$ cat config.mk
export PLATFORM = sky130hd
export DESIGN_NAME = acs_axis
export DESIGN_NICKNAME = d
export VERILOG_FILES = /design/src/hdl/acs_pkg.sv /design/src/hdl/acs_axis.sv
export SDC_FILE = /design/constraint.sdc
export NUM_CORES = 1
export LEC_CHECK = 0
export ABC_CLOCK_PERIOD_IN_PS = 5500
export BUFFER_PORTS_ARGS = -buffer_cell sky130_fd_sc_hd__buf_2
export CAP_MARGIN = 20
export CELL_PAD_IN_SITES_DETAIL_PLACEMENT = 0
export CELL_PAD_IN_SITES_GLOBAL_PLACEMENT = 1
export CORE_ASPECT_RATIO = 1.1
export CORE_MARGIN = 10
export CORE_UTILIZATION = 26
export CTS_BUF_LIST = sky130_fd_sc_hd__clkbuf_4 sky130_fd_sc_hd__clkbuf_8
export DETAILED_ROUTE_END_ITERATION = 10
export GPL_TIMING_DRIVEN = 0
export PLACE_DENSITY = 0.56
export SLEW_MARGIN = 10
export SYNTH_ARGS = -nofsm -noshare
export SYNTH_HDL_FRONTEND = slang
export SYNTH_SLANG_ARGS = --single-unit
$ cat constraint.sdc
create_clock -name i_clk -period 5.5 [get_ports i_clk]
set_input_delay 0 -clock i_clk [delete_from_list [all_inputs] [get_ports i_clk]]
set_output_delay 0 -clock i_clk [all_outputs]
set_load 0.01 [all_outputs]
$ cat src/hdl/acs_pkg.sv
// Package: register map, command codes, field positions and timing for the axis counter block
package acs_pkg;

  // ----------------------------------------------------------------
  // APB register offsets (byte addresses)
  // ----------------------------------------------------------------
  localparam logic [7:0] ADDR_COMMAND = 8'h00;
  localparam logic [7:0] ADDR_ENV1 = 8'h04;
  localparam logic [7:0] ADDR_ENV2 = 8'h08;
  localparam logic [7:0] ADDR_ENV3 = 8'h0C;
  localparam logic [7:0] ADDR_STOP_CAUSE = 8'h10;
  localparam logic [7:0] ADDR_SPEED_STATUS = 8'h14;
  localparam logic [7:0] ADDR_CMD_POS = 8'h18;
  localparam logic [7:0] ADDR_MECH_POS = 8'h1C;
  localparam logic [7:0] ADDR_DEFL = 8'h20;
  localparam logic [7:0] ADDR_GP = 8'h24;
  localparam logic [7:0] ADDR_AXIS_CTRL = 8'h28;

  // ----------------------------------------------------------------
  // Command codes
  // ----------------------------------------------------------------
  localparam logic [7:0] CMD_POS_CLEAR = 8'h20;
  localparam logic [7:0] CMD_MECH_CLEAR = 8'h21;
  localparam logic [7:0] CMD_DEFL_CLEAR = 8'h22;
  localparam logic [7:0] CMD_GP_CLEAR = 8'h23;
  localparam logic [7:0] CMD_DEV_ASSERT = 8'h24;
  localparam logic [7:0] CMD_DEV_RELEASE = 8'h25;

  // ----------------------------------------------------------------
  // Environment-1 field positions
  // ----------------------------------------------------------------
  localparam int ENV1_LIMIT_MODE = 3;
  localparam int ENV1_DEV_AUTO = 10;
  localparam int ENV1_DEV_HOME = 11;
  localparam int ENV1_DEV_PW_LO = 12;
  localparam int ENV1_DEV_POL = 15;
  localparam int ENV1_DIR_DLY_OFF = 28;

  // ----------------------------------------------------------------
  // Environment-2 / environment-3 field positions
  // ----------------------------------------------------------------
  localparam int ENV2_ENC_FILTER = 18;
  localparam int ENV2_ENC_MODE_LO = 20;
  localparam int ENV2_ENC_DIR_INV = 22;
  localparam int ENV3_DEFL_CLR_IN = 18;
  localparam int ENV3_GP_CLR_IN = 19;
  localparam int ENV3_DEFL_CLR_HOME = 22;
  localparam int ENV3_GP_CLR_HOME = 23;
  localparam int ENV3_GP_BACKLASH = 27;
  localparam int ENV3_DEFL_HALT = 30;
  localparam int ENV3_GP_HALT = 31;

  // ----------------------------------------------------------------
  // Stop-cause bits and speed-status field
  // ----------------------------------------------------------------
  localparam int STOP_CMP_LO = 0;
  localparam int STOP_ALARM = 7;
  localparam int STOP_EMERG = 9;
  localparam int STOP_BAD_DATA = 12;
  localparam int STOP_PARTNER = 13;
  localparam int STOP_OVERRANGE = 15;
  localparam int STOP_ENC_ERR = 16;
  localparam int SPD_ZCOUNT_LO = 16;

  // ----------------------------------------------------------------
  // Reset values, widths and timing
  // ----------------------------------------------------------------
  localparam logic [31:0] ENV_RESET = 32'h0000_0000;
  localparam int DEFL_WIDTH = 16;
  localparam int GP_WIDTH = 28;
  localparam int POS_WIDTH = 28;
  localparam int CLK_PERIOD_PS = 5000;
  localparam int DIR_DELAY_PS = 200_000_000;
  localparam int DIR_DELAY_CYC = DIR_DELAY_PS / CLK_PERIOD_PS;
  localparam int DEV_PW_BASE_CYC = 2000;
  localparam int FILTER_CYC = 3;

  // ----------------------------------------------------------------
  // Carrier and state types
  // ----------------------------------------------------------------
  typedef struct packed {
    logic cmd_up;
    logic cmd_dn;
    logic corr_pulse;
    logic home_done;
  } acs_motion_t;

  typedef struct packed {
    logic [4:0] cmp_stop;
    logic bad_data;
    logic partner_stop;
  } acs_stop_t;

  typedef enum logic [1:0] {
    DIR_IDLE,
    DIR_WAIT
  } acs_dir_state_t;

endpackage

$ cat src/hdl/acs_axis.sv
// Axis counters, deviation-clear output, encoder input and stop-cause status
module acs_axis
  import acs_pkg::*;
(
  // Clock, reset, enable
  input wire logic i_clk,
  input wire logic i_resetn,
  input wire logic i_ce,
  // APB slave
  input wire logic i_psel,
  input wire logic i_penable,
  input wire logic i_pwrite,
  input wire logic [7:0] i_paddr,
  input wire logic [31:0] i_pwdata,
  output logic [31:0] o_prdata,
  output logic o_pready,
  output logic o_pslverr,
  // Axis pins
  input wire logic i_counter_clear_input,
  input wire logic i_end_limit_input,
  input wire logic i_servo_alarm_input,
  input wire logic i_emergency_stop_input,
  input wire logic i_encoder_phase_a,
  input wire logic i_encoder_phase_b,
  input wire logic i_encoder_phase_z,
  // Motion core handshake
  input wire acs_motion_t i_motion,
  input wire acs_stop_t i_stop,
  input wire logic i_homing,
  output logic o_deviation_clear_output,
  output logic o_pulse_enable,
  output logic o_decel_stop,
  output logic o_dir
);

  // ----------------------------------------------------------------
  // State
  // ----------------------------------------------------------------
  logic [31:0] env1, env2, env3, next_env1, next_env2, next_env3;
  logic [31:0] stop_cause, next_stop_cause;
  logic [POS_WIDTH-1:0] cmd_pos, next_cmd_pos, mech_pos, next_mech_pos;
  logic [DEFL_WIDTH-1:0] defl, next_defl;
  logic [GP_WIDTH-1:0] gp, next_gp;
  logic [3:0] zcount, next_zcount;
  logic [2:0] a_hist, b_hist, next_a_hist, next_b_hist;
  logic a_f, b_f, next_a_f, next_b_f, a_d, b_d, z_d, clr_d;
  logic [18:0] dev_cnt, next_dev_cnt;
  logic dev_on, next_dev_on;
  logic dev_level, next_dev_level;
  logic [15:0] dir_cnt, next_dir_cnt;
  acs_dir_state_t dir_st, next_dir_st;
  logic dir, next_dir, pulse_en, next_pulse_en, decel, next_decel;
  logic [31:0] prdata, next_prdata;
  logic pslverr, next_pslverr, pready, next_pready;

  // Access decode helpers; writes land at the completion edge, when the master sees pready
  logic acc_take, wr_acc, rd_acc, cmd_wr;
  logic [7:0] cmd;
  assign acc_take = i_psel && i_penable && !pready;
  assign wr_acc = i_psel && i_penable && i_pwrite && pready && !pslverr;
  assign rd_acc = acc_take && !i_pwrite;
  assign cmd_wr = wr_acc && (i_paddr == ADDR_COMMAND);
  assign cmd = i_pwdata[7:0];

  // Known register address check, shared by read and write decode
  function automatic logic addr_known(input logic [7:0] a);
    addr_known = (a <= ADDR_AXIS_CTRL) && (a[1:0] == 2'b00);
  endfunction

  // Quadrature step: +1, -1 or 0 from old/new phase pairs
  function automatic logic [1:0] quad_step(input logic [1:0] o, input logic [1:0] n);
    logic [3:0] k;
    k = {o, n};
    case (k)
      4'h1, 4'h7, 4'hE, 4'h8: quad_step = 2'b01;
      4'h2, 4'hB, 4'hD, 4'h4: quad_step = 2'b11;
      default: quad_step = 2'b00;
    endcase
  endfunction

  // ----------------------------------------------------------------
  // Encoder input conditioning
  // ----------------------------------------------------------------
  logic ea, eb, enc_up, enc_dn, enc_err;
  logic [1:0] stp;
  always_comb begin
    // Filter needs three equal samples; trades latency for glitch immunity
    next_a_hist = {a_hist[1:0], i_encoder_phase_a};
    next_b_hist = {b_hist[1:0], i_encoder_phase_b};
    next_a_f = (&a_hist) ? 1'b1 : ((|a_hist) ? a_f : 1'b0);
    next_b_f = (&b_hist) ? 1'b1 : ((|b_hist) ? b_f : 1'b0);
    ea = env2[ENV2_ENC_FILTER] ? a_f : i_encoder_phase_a;
    eb = env2[ENV2_ENC_FILTER] ? b_f : i_encoder_phase_b;
    stp = quad_step({a_d, b_d}, {ea, eb});
    enc_err = (a_d != ea) && (b_d != eb); // Both phases moved at once
    enc_up = 1'b0;
    enc_dn = 1'b0;
    case (env2[ENV2_ENC_MODE_LO +: 2])
      2'd0: begin // x1: A rising only
        enc_up = ea && !a_d && !eb;
        enc_dn = ea && !a_d && eb;
      end
      2'd1: begin // x2: both A edges
        enc_up = (ea != a_d) && (ea != eb);
        enc_dn = (ea != a_d) && (ea == eb);
      end
      2'd2: begin // x4
        enc_up = stp == 2'b01;
        enc_dn = stp == 2'b11;
      end
      default: begin // Up/down pulse inputs
        enc_up = ea && !a_d;
        enc_dn = eb && !b_d;
      end
    endcase
    if (env2[ENV2_ENC_DIR_INV]) begin
      {enc_up, enc_dn} = {enc_dn, enc_up};
    end
  end

  // ----------------------------------------------------------------
  // Counters
  // ----------------------------------------------------------------
  logic clr_edge, z_edge, over;
  always_comb begin
    clr_edge = i_counter_clear_input && !clr_d;
    z_edge = i_encoder_phase_z && !z_d;
    next_cmd_pos = cmd_pos + POS_WIDTH'(i_motion.cmd_up) - POS_WIDTH'(i_motion.cmd_dn);
    next_mech_pos = mech_pos + POS_WIDTH'(enc_up) - POS_WIDTH'(enc_dn);
    over = (cmd_pos == {POS_WIDTH{1'b1}} && i_motion.cmd_up)
        || (cmd_pos == '0 && i_motion.cmd_dn);
    next_defl = defl;
    if (!env3[ENV3_DEFL_HALT]) begin
      next_defl = defl + DEFL_WIDTH'(i_motion.cmd_up) - DEFL_WIDTH'(i_motion.cmd_dn)
                - DEFL_WIDTH'(enc_up) + DEFL_WIDTH'(enc_dn);
    end
    next_gp = gp;
    if (!env3[ENV3_GP_HALT] && (!i_motion.corr_pulse || env3[ENV3_GP_BACKLASH])) begin
      next_gp = gp + GP_WIDTH'(i_motion.cmd_up || i_motion.cmd_dn);
    end
    next_zcount = zcount;
    if (!i_homing) begin
      next_zcount = '0;
    end else if (z_edge && zcount != 4'hF) begin
      next_zcount = zcount + 4'h1;
    end
    // Zero loads take priority over counting
    if (cmd_wr && cmd == CMD_POS_CLEAR) next_cmd_pos = '0;
    if (cmd_wr && cmd == CMD_MECH_CLEAR) next_mech_pos = '0;
    if ((cmd_wr && cmd == CMD_DEFL_CLEAR)
        || (clr_edge && env3[ENV3_DEFL_CLR_IN])
        || (i_motion.home_done && env3[ENV3_DEFL_CLR_HOME])) begin
      next_defl = '0;
    end
    if ((cmd_wr && cmd == CMD_GP_CLEAR)
        || (clr_edge && env3[ENV3_GP_CLR_IN])
        || (i_motion.home_done && env3[ENV3_GP_CLR_HOME])) begin
      next_gp = '0;
    end
  end

  // ----------------------------------------------------------------
  // Deviation-clear output
  // ----------------------------------------------------------------
  logic dev_fire;
  always_comb begin
    next_dev_on = dev_on;
    next_dev_cnt = dev_cnt;
    next_dev_level = dev_level;
    dev_fire = (cmd_wr && cmd == CMD_DEV_ASSERT)
        || (env1[ENV1_DEV_AUTO] && i_end_limit_input)
        || (env1[ENV1_DEV_HOME] && i_motion.home_done);
    if (dev_on && !dev_level && dev_cnt != '0) begin
      next_dev_cnt = dev_cnt - 19'd1;
      if (dev_cnt == 19'd1) next_dev_on = 1'b0;
    end
    if (dev_fire) begin
      next_dev_on = 1'b1;
      // Width code 7 is level mode; others scale the base width by 2^code
      next_dev_level = env1[ENV1_DEV_PW_LO +: 3] == 3'd7;
      next_dev_cnt = 19'(DEV_PW_BASE_CYC) << env1[ENV1_DEV_PW_LO +: 3];
    end else if (cmd_wr && cmd == CMD_DEV_RELEASE && dev_level) begin
      next_dev_on = 1'b0;
    end
  end

  // ----------------------------------------------------------------
  // Limit stop and direction-change timer
  // ----------------------------------------------------------------
  logic want_dir;
  always_comb begin
    want_dir = i_motion.cmd_dn ? 1'b1 : (i_motion.cmd_up ? 1'b0 : dir);
    next_pulse_en = pulse_en;
    next_decel = 1'b0;
    next_dir = dir;
    next_dir_st = dir_st;
    next_dir_cnt = dir_cnt;
    // Limit reaction chosen by mode bit
    if (i_end_limit_input && env1[ENV1_LIMIT_MODE]) next_decel = 1'b1;
    case (dir_st)
      DIR_IDLE: begin
        next_pulse_en = !(i_end_limit_input && !env1[ENV1_LIMIT_MODE]);
        if (want_dir != dir) begin
          next_dir = want_dir;
          if (!env1[ENV1_DIR_DLY_OFF]) begin
            next_dir_st = DIR_WAIT;
            next_dir_cnt = 16'(DIR_DELAY_CYC - 1);
            next_pulse_en = 1'b0;
          end
        end
      end
      DIR_WAIT: begin
        next_pulse_en = 1'b0;
        next_dir_cnt = dir_cnt - 16'd1;
        if (dir_cnt == '0) next_dir_st = DIR_IDLE;
      end
      default: next_dir_st = DIR_IDLE;
    endcase
  end

  // ----------------------------------------------------------------
  // Stop-cause status: hardware set wins over software clear
  // ----------------------------------------------------------------
  always_comb begin
    next_stop_cause = stop_cause;
    if (wr_acc && i_paddr == ADDR_STOP_CAUSE) next_stop_cause = stop_cause & ~i_pwdata;
    next_stop_cause[STOP_CMP_LO +: 5] = next_stop_cause[STOP_CMP_LO +: 5] | i_stop.cmp_stop;
    if (i_servo_alarm_input) next_stop_cause[STOP_ALARM] = 1'b1;
    if (i_emergency_stop_input) next_stop_cause[STOP_EMERG] = 1'b1;
    if (i_stop.bad_data) next_stop_cause[STOP_BAD_DATA] = 1'b1;
    if (i_stop.partner_stop) next_stop_cause[STOP_PARTNER] = 1'b1;
    if (over) next_stop_cause[STOP_OVERRANGE] = 1'b1;
    if (enc_err) next_stop_cause[STOP_ENC_ERR] = 1'b1;
  end

  // ----------------------------------------------------------------
  // APB slave: one wait state, error on unmapped address
  // ----------------------------------------------------------------
  always_comb begin
    next_env1 = env1;
    next_env2 = env2;
    next_env3 = env3;
    next_prdata = prdata;
    next_pready = acc_take;
    next_pslverr = acc_take && !addr_known(i_paddr);
    if (wr_acc && i_paddr == ADDR_ENV1) next_env1 = i_pwdata;
    if (wr_acc && i_paddr == ADDR_ENV2) next_env2 = i_pwdata;
    if (wr_acc && i_paddr == ADDR_ENV3) next_env3 = i_pwdata;
    if (rd_acc) begin
      case (i_paddr)
        ADDR_ENV1: next_prdata = env1;
        ADDR_ENV2: next_prdata = env2;
        ADDR_ENV3: next_prdata = env3;
        ADDR_STOP_CAUSE: next_prdata = stop_cause;
        ADDR_SPEED_STATUS: next_prdata = 32'(zcount) << SPD_ZCOUNT_LO;
        ADDR_CMD_POS: next_prdata = 32'(cmd_pos);
        ADDR_MECH_POS: next_prdata = 32'(mech_pos);
        ADDR_DEFL: next_prdata = 32'(defl);
        ADDR_GP: next_prdata = 32'(gp);
        ADDR_AXIS_CTRL: next_prdata = {29'h0, dir, dev_on, pulse_en};
        default: next_prdata = 32'h0000_0000;
      endcase
    end
  end

  // ----------------------------------------------------------------
  // Registers
  // ----------------------------------------------------------------
  always_ff @(posedge i_clk or negedge i_resetn) begin
    if (!i_resetn) begin
      env1 <= ENV_RESET;
      env2 <= ENV_RESET;
      env3 <= ENV_RESET;
      stop_cause <= '0;
      cmd_pos <= '0;
      mech_pos <= '0;
      defl <= '0;
      gp <= '0;
      zcount <= '0;
      a_hist <= '0;
      b_hist <= '0;
      a_f <= 1'b0;
      b_f <= 1'b0;
      a_d <= 1'b0;
      b_d <= 1'b0;
      z_d <= 1'b0;
      clr_d <= 1'b0;
      dev_on <= 1'b0;
      dev_cnt <= '0;
      dev_level <= 1'b0;
      dir_st <= DIR_IDLE;
      dir_cnt <= '0;
      dir <= 1'b0;
      pulse_en <= 1'b0;
      decel <= 1'b0;
      prdata <= '0;
      pready <= 1'b0;
      pslverr <= 1'b0;
      o_deviation_clear_output <= 1'b1; // Inactive level of the reset polarity
    end else if (i_ce) begin
      env1 <= next_env1;
      env2 <= next_env2;
      env3 <= next_env3;
      stop_cause <= next_stop_cause;
      cmd_pos <= next_cmd_pos;
      mech_pos <= next_mech_pos;
      defl <= next_defl;
      gp <= next_gp;
      zcount <= next_zcount;
      a_hist <= next_a_hist;
      b_hist <= next_b_hist;
      a_f <= next_a_f;
      b_f <= next_b_f;
      a_d <= ea;
      b_d <= eb;
      z_d <= i_encoder_phase_z;
      clr_d <= i_counter_clear_input;
      dev_on <= next_dev_on;
      dev_cnt <= next_dev_cnt;
      dev_level <= next_dev_level;
      dir_st <= next_dir_st;
      dir_cnt <= next_dir_cnt;
      dir <= next_dir;
      pulse_en <= next_pulse_en;
      decel <= next_decel;
      prdata <= next_prdata;
      pready <= next_pready;
      pslverr <= next_pslverr;
      o_deviation_clear_output <= next_dev_on ~^ next_env1[ENV1_DEV_POL];
    end
  end

  assign o_prdata = prdata;
  assign o_pready = pready;
  assign o_pslverr = pslverr;
  assign o_pulse_enable = pulse_en;
  assign o_decel_stop = decel;
  assign o_dir = dir;

  // ----------------------------------------------------------------
  // Checks
  // ----------------------------------------------------------------
  chk_defl_cmd_clear: assert property (@(posedge i_clk) disable iff (!i_resetn)
    i_ce && cmd_wr && cmd == CMD_DEFL_CLEAR |=> defl == '0)
    else $error("deflection counter not cleared by command");
  chk_pos_cmd_clear: assert property (@(posedge i_clk) disable iff (!i_resetn)
    i_ce && cmd_wr && cmd == CMD_POS_CLEAR |=> cmd_pos == '0)
    else $error("command position not cleared");
  chk_gp_halt_hold: assert property (@(posedge i_clk) disable iff (!i_resetn)
    i_ce && env3[ENV3_GP_HALT] && !(cmd_wr && cmd == CMD_GP_CLEAR) && !clr_edge
    && !i_motion.home_done |=> $stable(gp))
    else $error("general counter moved while halted");
  chk_limit_immediate: assert property (@(posedge i_clk) disable iff (!i_resetn)
    i_ce && i_end_limit_input && !env1[ENV1_LIMIT_MODE] |=> !pulse_en)
    else $error("pulse output not stopped on limit");
  chk_dev_polarity: assert property (@(posedge i_clk) disable iff (!i_resetn)
    o_deviation_clear_output == (dev_on ~^ env1[ENV1_DEV_POL]))
    else $error("deviation clear polarity wrong");
  chk_dev_assert_cmd: assert property (@(posedge i_clk) disable iff (!i_resetn)
    i_ce && cmd_wr && cmd == CMD_DEV_ASSERT |=> dev_on)
    else $error("deviation clear not asserted by command");
  chk_dir_delay_hold: assert property (@(posedge i_clk) disable iff (!i_resetn)
    i_ce && dir_st == DIR_IDLE && want_dir != dir && !env1[ENV1_DIR_DLY_OFF]
    |=> !pulse_en [*2])
    else $error("direction delay not applied");
  chk_alarm_flag: assert property (@(posedge i_clk) disable iff (!i_resetn)
    i_ce && i_servo_alarm_input |=> stop_cause[STOP_ALARM])
    else $error("servo alarm flag not set");

endmodule

==> results.md, run 1 <==
| Item | Reported | Unit |
| --- | --- | --- |
| Crit Path Category | register to register | - |
| Arrival time at the worst endpoint | 5920 | ps |
| Compound-gate portion of the synthesized area | 19.97 | % |
| Transition at the pin with the smallest max-transition slack | 1106 | ps |
| Fin crit period | 5305 | ps |
| Post-route setup TNS | 0 | ps |
| Number of antenna violations at the first check in global routing | 2 | - |
| Max rail drop VDD | 0.1817 | mV |
| Required time at the worst-slack endpoint | 6120 | ps |
| Setup crit start kind | register | - |
| Cell count after placement | 2850 | - |
| Result of the run | finished clean | - |
| Detailed-route DRC error count | 0 | - |
| Maximum count of clock buffers along a single path | 3 | - |
| Share of flip-flops with an asynchronous set or reset after synthesis | 100.0 | % |
| Setup Skew | 41.38 | ps |
| Largest net degree at the start of global routing | 94 | - |
| Routed via count | 15450 | - |
| Floorplan die area | 80910 | um2 |
| Post-Route Hold Slack | 65.08 | ps |
| Number of maximum-capacitance violations | 0 | - |
| Number of flops mapped to enable cells by yosys | 0 | - |
| Count of final max-slew check failures | 0 | - |
| Slowest-stage cell, CP | fa_1 | - |
| Dominant combinational cell family by area after synthesis | compound AO/OA/AOI/OAI gates | - |
| Post-detail-place hpwl | 49560 | um |
| Path class of the lowest-slack min-delay path | input port to register | - |
| Die Span Y | 297.3 | um |
| RSZ-0062 raised after global routing | yes | - |
| Final wirelength | 65570 | um |
| Period utilization | 96.45 | % |
| Element type at the critical path end | register | - |
| # nets final | 2249 | - |
| Remaining number of nets flagged by the antenna check after routing | 0 | - |
| Primary FF master, synth | dfrtp_1 | - |
| Mean post-synth cell area | 10.01 | um2 |
| Power density over cell area | 497.8 | nW/um2 |
| Clock-pin transition on the worst setup and hold timing paths | 60 | ps |
| Leakage power total | 9.933 | nW |
| Normalized max-slew margin | 26.01 | % |
| Critical path peak fanout | 3 | - |
| Post-Synthesis Cells | 1816 | - |
| Routed length per placed instance | 21.58 | um |
| Number of detailed-route iterations in the first pass | 6 | - |
| CP Cell Sequence | mux2i_4 > inv_2 > ha_2 > mux4_2 > nor2_1 > a31oi_1 > o22ai_2 > mux2i_4 > fa_1 > inv_1 > fa_2 > inv_2 > ha_4 > inv_1 > fa_2 > nand2b_4 > a21oi_4 > o211ai_1 > a21boi_2 > o31ai_4 > o21ai_1 > xnor2_1 > or4_1 > nand3_1 | - |
| Synth top area cells | dfrtp_1 44%, ha_1 7.7%, mux2_2 6.6%, nor2_1 3.0%, inv_1 2.6% | - |
| Total number of clock tree sinks | 320 | - |
| GR met3 Demand/Resource | 2.234 | % |
| Number of warning messages in the yosys log | 0 | - |
| Post-synthesis adder-cell area fraction | 8.259 | % |
| Final hold vios | 0 | - |
| Final instance count without filler cells | 3038 | - |
| Fraction of the mapped netlist area in simple logic gates | 11.94 | % |
| Number of failing setup endpoints in the final timing report | 0 | - |
| Met2 layer usage reported by global route | 27.86 | % |
| Maximum cell stage delay along the critical path | 520 | ps |
| Sequential area share after synthesis | 44.05 | % |
| Total overflow reported by the global router | 0 | - |
| Wire length of the first global-routing pass | 99240 | um |
| Die outline width | 272.1 | um |
| Most used routing layer | met2 | - |
| Count of routing violations after the opening detailed-route iteration | 1202 | - |
| Port Buf Inserts | 101 | - |
| Clock tree from TritonCTS | yes | - |
| Fmax achieved | 188.5 | MHz |
| Global-route met1 utilization | 19.81 | % |
| Cell variety after synth | 78 | - |
| Total global-route track usage | 15.87 | % |
| Multiplexer share of the synthesized area | 6.965 | % |
| Post-DR vias/cell | 5.087 | - |
| H-tree levels | 2 | - |
| Total I/O pin count | 103 | - |
| Layout Area Growth over Synthesis | 22.59 | % |
| Post-synthesis register bit count | 320 | - |
| Floorplan row count | 101 | - |
| Area leader, netlist | dfrtp_1 | - |
| Post-synthesis net count | 1998 | - |
| Clk Latency, worst-skew pair | 710 | ps |
| Starting Density | 26.30 | % |
| Num CTS Buffers | 59 | - |
| Post-Synthesis Cell Area | 18180 | um2 |
| Area share of the largest cell type after synthesis | 43.91 | % |
| Core Area | 69130 | um2 |
| Number of global-route vias before repair | 15950 | - |
| Fraction of layout cells with a size suffix above 1 | 18.17 | % |
| Placer Congestion | 0.8942 | - |
| Root buffer selected by CTS | clkbuf_8 | - |
| Xor/xnor share of the synthesized area | 4.625 | % |
-- cells by family after synthesis --
group / count (synthesis)
AOI/OAI and AO/OA: 527
xor gates and xnor gates: 96
adders and majority gates: 117
buffers and inverters: 198
DFF: 320
muxes: 112
and+or+nand+nor: 446
-- synth_stat cells (31+ instances only) --
cell type / instances
a21oi_1: 93
a221oi_1: 37
a22o_1: 50
a22oi_1: 35
a31oi_1: 45
clkbuf_1: 53
dfrtp_1: 319
ha_1: 112
inv_1: 127
mux2_2: 106
nand2_1: 111
nand3_1: 31
nor2_1: 143
o21ai_0: 80
o22ai_1: 49
xnor2_1: 49
xor2_1: 47
-- flip-flops by register name (all words and copies together) (netlist names), 3 cells and up --
signal      cells
a_hist          3
zcount          4
defl           16
dir_cnt        16
env3           32
cmd_pos        28
mech_pos       28
b_hist          3
env1           32
stop_cause     32
o_prdata       32
gp             28
env2           32
dev_cnt        19
-- worst max-delay path, delay by kind of cell, from the launching register on --
kind / cells / cell delay, ps
buffers and inverters: 4 / 270
and+or+nand+nor: 4 / 800
muxes: 3 / 950
DFF: 1 / 480
xor gates and xnor gates: 1 / 130
AOI/OAI and AO/OA: 7 / 1090
adders and majority gates: 5 / 1500
-- where the power goes --
part	total, mW	internal (mW)	switching, mW
sequential	3.34	2.79	0.551
clock	2.53	1.43	1.11
combinational	5.21	2.28	2.94
-- metal layers --
layer	wire length [um]	share of wire [%]
met3	2947	4.5
met4	1499	2.3
met1	28290	43
met5	0	0
met2	32830	50
-- timing repair --
| action | in CTS | in global routing |
|---|---|---|
| hold buffers | 70 | 0 |
| setup buffers | 6 | 7 |
| pin swaps | 4 | 7 |
| setup endpoints to repair | 21 | 9 |
| resized for setup | 20 | 23 |
| endpoints found under the hold margin | 383 | 0 |
-- through the flow --
step / setup WS, ps / util, % / instance area (um2) / total power, mW
after detailed placement: -815.6 / 28.90 / 19980 / 8.313
final: 195.3 / 32.24 / 22290 / 11.09
after CTS: 11.46 / 32.01 / 22120 / 11.03
after global routing: -39.40 / 32.23 / 22280 / 11.94
after floorplan: 355.6 / - / 18180 / 6.974
after global placement: -2251 / 28.71 / 19850 / 8.230
-- cell type report --
type | instances | area [um2]
Antenna cell | 3 | 7.507
Buffer | 71 | 284.0
Clock buffer | 84 | 1100
Clock inverter | 18 | 181.4
Fill cell | 7136 | 46840
Inverter | 127 | 476.7
Multi-Input combinational cell | 1298 | 9627
Sequential cell | 320 | 8010
Tap cell | 927 | 1160
Timing Repair Buffer | 190 | 1440
-- path summary, 6_finish.rpt --
| kind | start | slack [ps] | cells after the start | endpoint |
|---|---|---|---|---|
| worst max-delay path | env2[18]$_DFFE_PN0P_ | 200 | 24 | defl[15]$_DFFE_PN0P_ |
| worst min-delay path | i_pwdata[29] | 70 | 3 | stop_cause[29]$_DFFE_PN0P_ |
| worst max register to register | env2[18]$_DFFE_PN0P_ | 200 | 24 | defl[15]$_DFFE_PN0P_ |
| worst min register to register | o_prdata[5]$_DFFE_PN0P_ | 480 | 1 | o_prdata[5]$_DFFE_PN0P_ |
| max in group asynchronous | i_resetn | 3990 | 5 | o_deviation_clear_output$_DFFE_PN1P_ |
| min in group asynchronous | i_resetn | 340 | 3 | gp[10]$_DFFE_PN0P_ |
-- placed cells by master, fill, tap and decap left out, drive strengths merged, types with 6 or more instances in the layout --
master / instances
a22oi: 35
xor2: 47
or4: 10
a31oi: 45
buf: 139
nor4: 16
nor3: 28
o31ai: 8
a21boi: 23
xnor2: 49
ha: 112
a22o: 50
nor2b: 12
or3: 15
and2: 8
mux2: 106
o21ai: 84
a221oi: 37
clkinv: 11
a21oi: 93
nor2: 145
a222oi: 13
nand2: 111
inv: 130
clkbuf: 137
nand2b: 18
nand3b: 10
o22ai: 50
o211ai: 6
nand3: 31
nand4: 18
a41oi: 6
and3: 14
dlygate4sd3: 69
o21bai: 14
dfrtp: 319
a21o: 22
No activity file was read; power rests on OpenSTA's default activity.
==> run 2, diff against run 1 <==
--- a/config.mk
+++ b/config.mk
@@ -5,7 +5,7 @@
 export SDC_FILE = /design/constraint.sdc
 export NUM_CORES = 1
 export LEC_CHECK = 0
-export ABC_CLOCK_PERIOD_IN_PS = 5500
+export ABC_CLOCK_PERIOD_IN_PS = 5300
 export BUFFER_PORTS_ARGS = -buffer_cell sky130_fd_sc_hd__buf_2
 export CAP_MARGIN = 20
 export CELL_PAD_IN_SITES_DETAIL_PLACEMENT = 0
@@ -16,7 +16,7 @@
 export CTS_BUF_LIST = sky130_fd_sc_hd__clkbuf_4 sky130_fd_sc_hd__clkbuf_8
 export DETAILED_ROUTE_END_ITERATION = 10
 export GPL_TIMING_DRIVEN = 0
-export PLACE_DENSITY = 0.56
+export PLACE_DENSITY = 0.54
 export SLEW_MARGIN = 10
 export SYNTH_ARGS = -nofsm -noshare
 export SYNTH_HDL_FRONTEND = slang
==> constraint.sdc (replaced) <==
create_clock -name i_clk -period 5.3 [get_ports i_clk]
set_input_delay 0.53 -clock i_clk [delete_from_list [all_inputs] [get_ports i_clk]]
set_output_delay 0.53 -clock i_clk [all_outputs]
set_load 0.01 [all_outputs]
==> run 2 against run 1 <==
  * The flow now finishes with violations (negative setup slack)
  * Sequential power rose by 4%
  * Largest cell class unchanged
  * Critical path depth did not move
  * Highest routed layer is now met5
  * Routed wire length rose by 0.31%
==> results.md, run 2 (synthesis results as in run 1) <==
| Item | Reported | Unit |
| --- | --- | --- |
| Clock tree from TritonCTS | yes | - |
| Count of routing violations after the opening detailed-route iteration | 978 | - |
| Sink of the worst hold path | stop_cause[3]$_DFFE_PN0P_ | - |
| Maximum cell stage delay along the critical path | 560 | ps |
| Clk Latency, worst-skew pair | 690 | ps |
| Crit Path Category | register to register | - |
| Placer Congestion | 0.8792 | - |
| Period utilization | 100.2 | % |
| Floorplan row count | 101 | - |
| Count of final max-slew check failures | 0 | - |
| Clock-pin transition on the worst setup and hold timing paths | 60 | ps |
| RSZ-0062 raised after global routing | yes | - |
| RR Startpoint | env2[18]$_DFFE_PN0P_ | - |
| Number of antenna violations at the first check in global routing | 3 | - |
| Post-detail-place hpwl | 50020 | um |
| Leakage power total | 9.744 | nW |
| # nets final | 2186 | - |
| Floorplan die area | 80910 | um2 |
| Slowest-stage cell, CP | fa_1 | - |
| Setup crit start kind | register | - |
| Commonest cells after routing, fill and taps aside | 318 x dfrtp_1, 143 x nor2_1, 123 x inv_1 | - |
| Die outline width | 272.1 | um |
| Port Buf Inserts | 101 | - |
| Normalized max-slew margin | 27.64 | % |
| Fmax achieved | 188.2 | MHz |
| Root buffer selected by CTS | clkbuf_8 | - |
| Arrival time at the worst endpoint | 5940 | ps |
| Layout Utilization | 31.53 | % |
| Routed length per placed instance | 22.06 | um |
| Critical path peak fanout | 4 | - |
| Transition at the pin with the smallest max-transition slack | 1075 | ps |
| Power density over cell area | 542.3 | nW/um2 |
| Violations in the final reports | negative setup slack | - |
| Number of failing setup endpoints in the final timing report | 1 | - |
| Total overflow reported by the global router | 0 | - |
| Result of the run | finished, violations left | - |
| Cell seen most often among critical-path stages | inv_2 | - |
| Capturing point of the worst reg2reg path | defl[15]$_DFFE_PN0P_ | - |
| Min-Delay Startpoint | i_stop[5] | - |
| Core Area | 69130 | um2 |
| Num CTS Buffers | 59 | - |
| Element type at the critical path end | register | - |
| Fraction of layout cells with a size suffix above 1 | 19.79 | % |
| Starting Density | 26.30 | % |
| Setup Skew | 28.67 | ps |
| Required time at the worst-slack endpoint | 5920 | ps |
| Total global-route track usage | 15.89 | % |
| Fin crit period | 5313 | ps |
| Total number of clock tree sinks | 320 | - |
| H-tree levels | 2 | - |
| Total I/O pin count | 103 | - |
| Post-DR vias/cell | 5.078 | - |
| Maximum count of clock buffers along a single path | 3 | - |
| Final hold vios | 0 | - |
| Pwr Total | 11.82 | mW |
| CP Cell Sequence | mux2i_4 > inv_2 > ha_2 > mux4_2 > nor2_1 > a31oi_1 > o22ai_2 > mux2i_4 > fa_1 > inv_1 > fa_2 > inv_2 > ha_4 > inv_2 > fa_2 > nand2b_4 > a21oi_4 > o211ai_1 > a21boi_2 > o31ai_4 > o21ai_2 > xnor2_2 > or4_4 > nand3_2 | - |
| Register-to-register path setup slack | -10 | ps |
| Largest net degree at the start of global routing | 101 | - |
| Worst Reg2Reg Path Length in Cells | 24 | - |
| Kind of cell with the highest combined delay on the critical path | adder cells | - |
| Remaining number of nets flagged by the antenna check after routing | 0 | - |
| Number of detailed-route iterations in the first pass | 5 | - |
| Detailed-route DRC error count | 0 | - |
| Crit. Startpoint | env2[18]$_DFFE_PN0P_ | - |
| Max rail drop VDD | 0.1898 | mV |
| Number of global-route vias before repair | 15300 | - |
| Commonest non-fill, non-tap cell in the layout | dfrtp_1 | - |
| Number of maximum-capacitance violations | 0 | - |
| Final wirelength | 65770 | um |
| Layout Area Growth over Synthesis | 19.90 | % |
| Worst Path Buf+Inv | 4 | - |
| Die Span Y | 297.3 | um |
| Final worst-path setup slack | -12.93 | ps |
| Routed via count | 15140 | - |
| Wire length of the first global-routing pass | 98480 | um |
| Path class of the lowest-slack min-delay path | input port to register | - |
| Hold-critical path depth | 2 | - |
==> run 2: cell types whose count changed in the layout (fill, tap and decap cells not counted), moves of 2 or more <==
cell	previous run	this run
clkbuf_4	9	11
o21ai_0	77	75
buf_4	16	22
a31oi_1	44	42
dlygate4sd3_1	69	1
a21oi_1	91	89
clkbuf_8	75	84
ha_1	108	106
o21ai_2	0	2
clkinv_2	11	9
==> run 2: worst register-to-register path, cell delays in order (launching register included) <==
cell      delay [ps]
dfrtp_2          480
mux2i_4          360
inv_2             70
ha_2             160
mux4_2           490
nor2_1           110
a31oi_1           60
o22ai_2          230
mux2i_4          130
fa_1             560
inv_1             50
fa_2             330
inv_2             70
ha_4             140
inv_2             40
fa_2             330
nand2b_4         170
a21oi_4          120
o211ai_1         150
a21boi_2         240
o31ai_4           80
o21ai_2          210
xnor2_2          130
or4_4            490
nand3_2           70
==> run 2: layout make-up <==
class / count / area, um2
tap: 927 / 1160
clock inverter: 14 / 151.4
timing repair buffer: 127 / 777.0
clock buffer: 95 / 1239
inverter: 127 / 476.7
sequential: 320 / 8010
buffer: 71 / 284.0
multi-input combinational: 1298 / 9694
antenna: 2 / 5.005
fill: 7181 / 47330
==> run 2: routing by layer <==
layer  global-route usage, %  vias up  share of wire [%]  routed length (um)
li1                        -     7072                  -                   -
met1                   20.35     7616                 44               29250
met2                   26.90      354                 49               32080
met3                   2.781       95                4.6                3021
met4                   4.607        2                2.1                1410
met5                       0        -              0.017                  11
==> run 2: power by group <==
part / internal (mW) / switching, mW
Clock: 1.62 / 1.16
Combinational: 2.44 / 3.10
Sequential: 2.90 / 0.596
==> run 2: worst max path at each step <==
stage / endpoint / depth (start not counted) / slack, ps
3_3_place_gp: o_prdata[8]$_DFFE_PN0P_ / 1 / -3090
4_1_cts: defl[15]$_DFFE_PN0P_ / 25 / -100
2_1_floorplan: defl[15]$_DFFE_PN0P_ / 24 / 100
3_5_place_dp: mech_pos[27]$_DFFE_PN0P_ / 22 / -1180
6_report: defl[15]$_DFFE_PN0P_ / 24 / -10
5_1_grt: defl[15]$_DFFE_PN0P_ / 24 / -230
==> run 2: what timing repair did <==
item | in CTS | in global routing
pin swaps | 11 | 23
gates resized for setup | 32 | 27
setup buffers | 9 | 10
hold endpoints to repair | 60 | 0
hold buffers | 1 | 0
setup endpoints to repair | 25 | 14
==> run 2: stage by stage <==
step | instance area (um2) | setup slack, ps | hold slack (ps) | std cells | TNS (ps)
floorplan | 18180 | 95.74 | 234.4 | 1816 | 0
global placement | 19850 | -3089 | 460.0 | 2844 | -980660
detailed placement | 19980 | -1183 | 468.8 | 2850 | -15230
CTS | 21590 | -104.8 | 22.38 | 2969 | -104.8
global route | 21790 | -226.5 | 37.25 | 2980 | -372.0
finish | 21800 | -12.93 | 74.29 | 2981 | -12.93
==> run 3, diff against run 2 <==
==> constraint.sdc (replaced) <==
create_clock -name i_clk -period 5.3 [get_ports i_clk]
set_input_delay 0 -clock i_clk [delete_from_list [all_inputs] [get_ports i_clk]]
set_output_delay 0 -clock i_clk [all_outputs]
set_load 0.01 [all_outputs]
==> run 3 against run 2 <==
  * The run still ends with negative setup slack left
  * Final cell count increased by 2.2%
  * Setup slack improved by 11 ps
  * Hold slack got worse by 4.2 ps
  * Routed wire length is 0.80% higher
  * Core utilization increased by 1.0 points
  * Clock skew fell by 3.8 ps
  * Highest routed layer unchanged
  * Die area unchanged
  * Combinational power is 0.7% higher
  * Register-to-register slack is essentially flat
  * Count of clock-buffer cells in the layout unchanged
  * Largest power group unchanged
  * Global-route usage up 0.13 points
  * Fmax up 0.21%
==> results.md, run 3 (synthesis results as in run 1) <==
| Item | Reported | Unit |
| --- | --- | --- |
| Result of the run | finished, violations left | - |
| Violations in the final reports | negative setup slack | - |
| Final hold vios | 0 | - |
| Layout Area Growth over Synthesis | 23.68 | % |
| Commonest non-fill, non-tap cell in the layout | dfrtp_1 | - |
| Routed length per placed instance | 21.75 | um |
| Worst Reg2Reg Path Length in Cells | 24 | - |
| Remaining number of nets flagged by the antenna check after routing | 0 | - |
| Total global-route track usage | 16.02 | % |
| Fmax achieved | 188.6 | MHz |
| Port Buf Inserts | 101 | - |
| Placer Congestion | 0.8792 | - |
| Post-DR vias/cell | 5.052 | - |
| Core Area | 69130 | um2 |
| Number of antenna violations at the first check in global routing | 2 | - |
| Root buffer selected by CTS | clkbuf_8 | - |
| Number of failing setup endpoints in the final timing report | 1 | - |
| Total overflow reported by the global router | 0 | - |
| Maximum count of clock buffers along a single path | 3 | - |
| Required time at the worst-slack endpoint | 5920 | ps |
| Period utilization | 100.0 | % |
| Final worst-path setup slack | -1.972 | ps |
| Floorplan row count | 101 | - |
| RSZ-0062 raised after global routing | yes | - |
| Register-to-register path setup slack | -2 | ps |
| Path class of the lowest-slack min-delay path | input port to register | - |
| Crit Path Category | register to register | - |
| Starting Density | 26.30 | % |
| Clock tree from TritonCTS | yes | - |
| Critical path peak fanout | 4 | - |
| Number of maximum-capacitance violations | 0 | - |
| Commonest cells after routing, fill and taps aside | 318 x dfrtp_1, 143 x nor2_1, 123 x inv_1 | - |
| Leakage power total | 10.01 | nW |
| Setup Skew | 24.91 | ps |
| Detailed-route DRC error count | 0 | - |
| Setup crit start kind | register | - |
| Cell count after placement | 2850 | - |
| Power density over cell area | 527.8 | nW/um2 |
| Transition at the pin with the smallest max-transition slack | 1134 | ps |
| Max rail drop VDD | 0.1907 | mV |
| Number of detailed-route iterations in the first pass | 7 | - |
| Final instance count without filler cells | 3048 | - |
| Layout Utilization | 32.53 | % |
| Fraction of layout cells with a size suffix above 1 | 19.21 | % |
| Capturing point of the worst reg2reg path | defl[15]$_DFFE_PN0P_ | - |
| Largest net degree at the start of global routing | 101 | - |
| Hold-critical path depth | 6 | - |
| Clock-pin transition on the worst setup and hold timing paths | 60 | ps |
| Total I/O pin count | 103 | - |
| Clk Latency, worst-skew pair | 690 | ps |
| Element type at the critical path end | register | - |
| Wire length of the first global-routing pass | 99550 | um |
| H-tree levels | 2 | - |
| Total number of clock tree sinks | 320 | - |
| Count of routing violations after the opening detailed-route iteration | 974 | - |
| Die Span Y | 297.3 | um |
| Count of final max-slew check failures | 0 | - |
| Final wirelength | 66290 | um |
| Sink of the worst hold path | env1[15]$_DFFE_PN0P_ | - |
| Floorplan die area | 80910 | um2 |
| # nets final | 2253 | - |
| Die outline width | 272.1 | um |
| Normalized max-slew margin | 24.13 | % |
| Fin crit period | 5302 | ps |
| Number of global-route vias before repair | 15590 | - |
| Num CTS Buffers | 59 | - |
| Arrival time at the worst endpoint | 5920 | ps |
| Post-detail-place hpwl | 50020 | um |
| RR Startpoint | env2[18]$_DFFE_PN0P_ | - |
| Routed via count | 15400 | - |
| Min-Delay Startpoint | i_psel | - |
==> run 3: what timing repair did <==
| action | 4_1_cts | 5_1_grt |
|---|---|---|
| hold buffers | 68 | 0 |
| hold endpoints to repair | 476 | 0 |
| setup buffers | 9 | 10 |
| endpoints found under the setup margin | 25 | 14 |
| resized for setup | 32 | 27 |
| pin swaps | 11 | 23 |
==> run 3: worst max path at each step <==
stage,start,endpoint,slack [ps]
2_1_floorplan,env2[18]$_DFFE_PN0P_,defl[15]$_DFFE_PN0P_,160
3_3_place_gp,i_resetn,o_prdata[8]$_DFFE_PN0P_,-2560
3_5_place_dp,env2[18]$_DFFE_PN0P_,mech_pos[27]$_DFFE_PN0P_,-1150
4_1_cts,env2[18]$_DFFE_PN0P_,defl[15]$_DFFE_PN0P_,-100
5_1_grt,env2[18]$_DFFE_PN0P_,defl[15]$_DFFE_PN0P_,-230
6_report,env2[18]$_DFFE_PN0P_,defl[15]$_DFFE_PN0P_,-2
==> run 3: critical path, stage by stage, from the launching register on <==
cell      delay, ps
dfrtp_2         480
mux2i_4         350
inv_2            70
ha_2            160
mux4_2          480
nor2_1          110
a31oi_1          60
o22ai_2         230
mux2i_4         130
fa_1            560
inv_1            50
fa_2            320
inv_2            70
ha_4            130
inv_2            40
fa_2            330
nand2b_4        170
a21oi_4         120
o211ai_1        150
a21boi_2        240
o31ai_4          80
o21ai_2         210
xnor2_2         120
or4_4           490
nand3_2          70
==> run 3: final cells by class <==
class | count | area [um2]
inverter | 127 | 476.7
clock buffer | 95 | 1239
fill | 7141 | 46640
clock inverter | 14 | 151.4
antenna | 2 | 5.005
timing repair buffer | 194 | 1465
buffer | 71 | 284.0
sequential | 320 | 8010
tap | 927 | 1160
multi-input combinational | 1298 | 9694
==> run 3: per-layer routing <==
layer,up-vias,wire (um),GRT usage [%]
met4,2,1434,4.607
li1,7201,-,-
met5,-,11,0
met2,351,32280,27.12
met3,94,2910,2.781
met1,7749,29660,20.56
==> run 3: stage by stage <==
step / hold slack, ps / cell area (um2) / power, mW / setup WS [ps] / setup TNS [ps]
4_1_cts: 18.42 / 22280 / 11.72 / -104.8 / -104.8
3_5_place_dp: -5.901 / 19980 / 8.631 / -1152 / -14480
6_report: 70.07 / 22490 / 11.87 / -1.972 / -1.972
5_1_grt: 71.29 / 22480 / 12.80 / -226.5 / -372.0
3_3_place_gp: 236.2 / 19850 / 8.589 / -2559 / -810250
2_1_floorplan: -295.6 / 18180 / 7.237 / 155.6 / 0
==> run 3: power breakdown <==
group	switching [mW]	internal (mW)	leakage, nW
clock	1.17	1.62	0.737
sequential	0.596	2.90	4.11
combinational	3.11	2.47	5.17
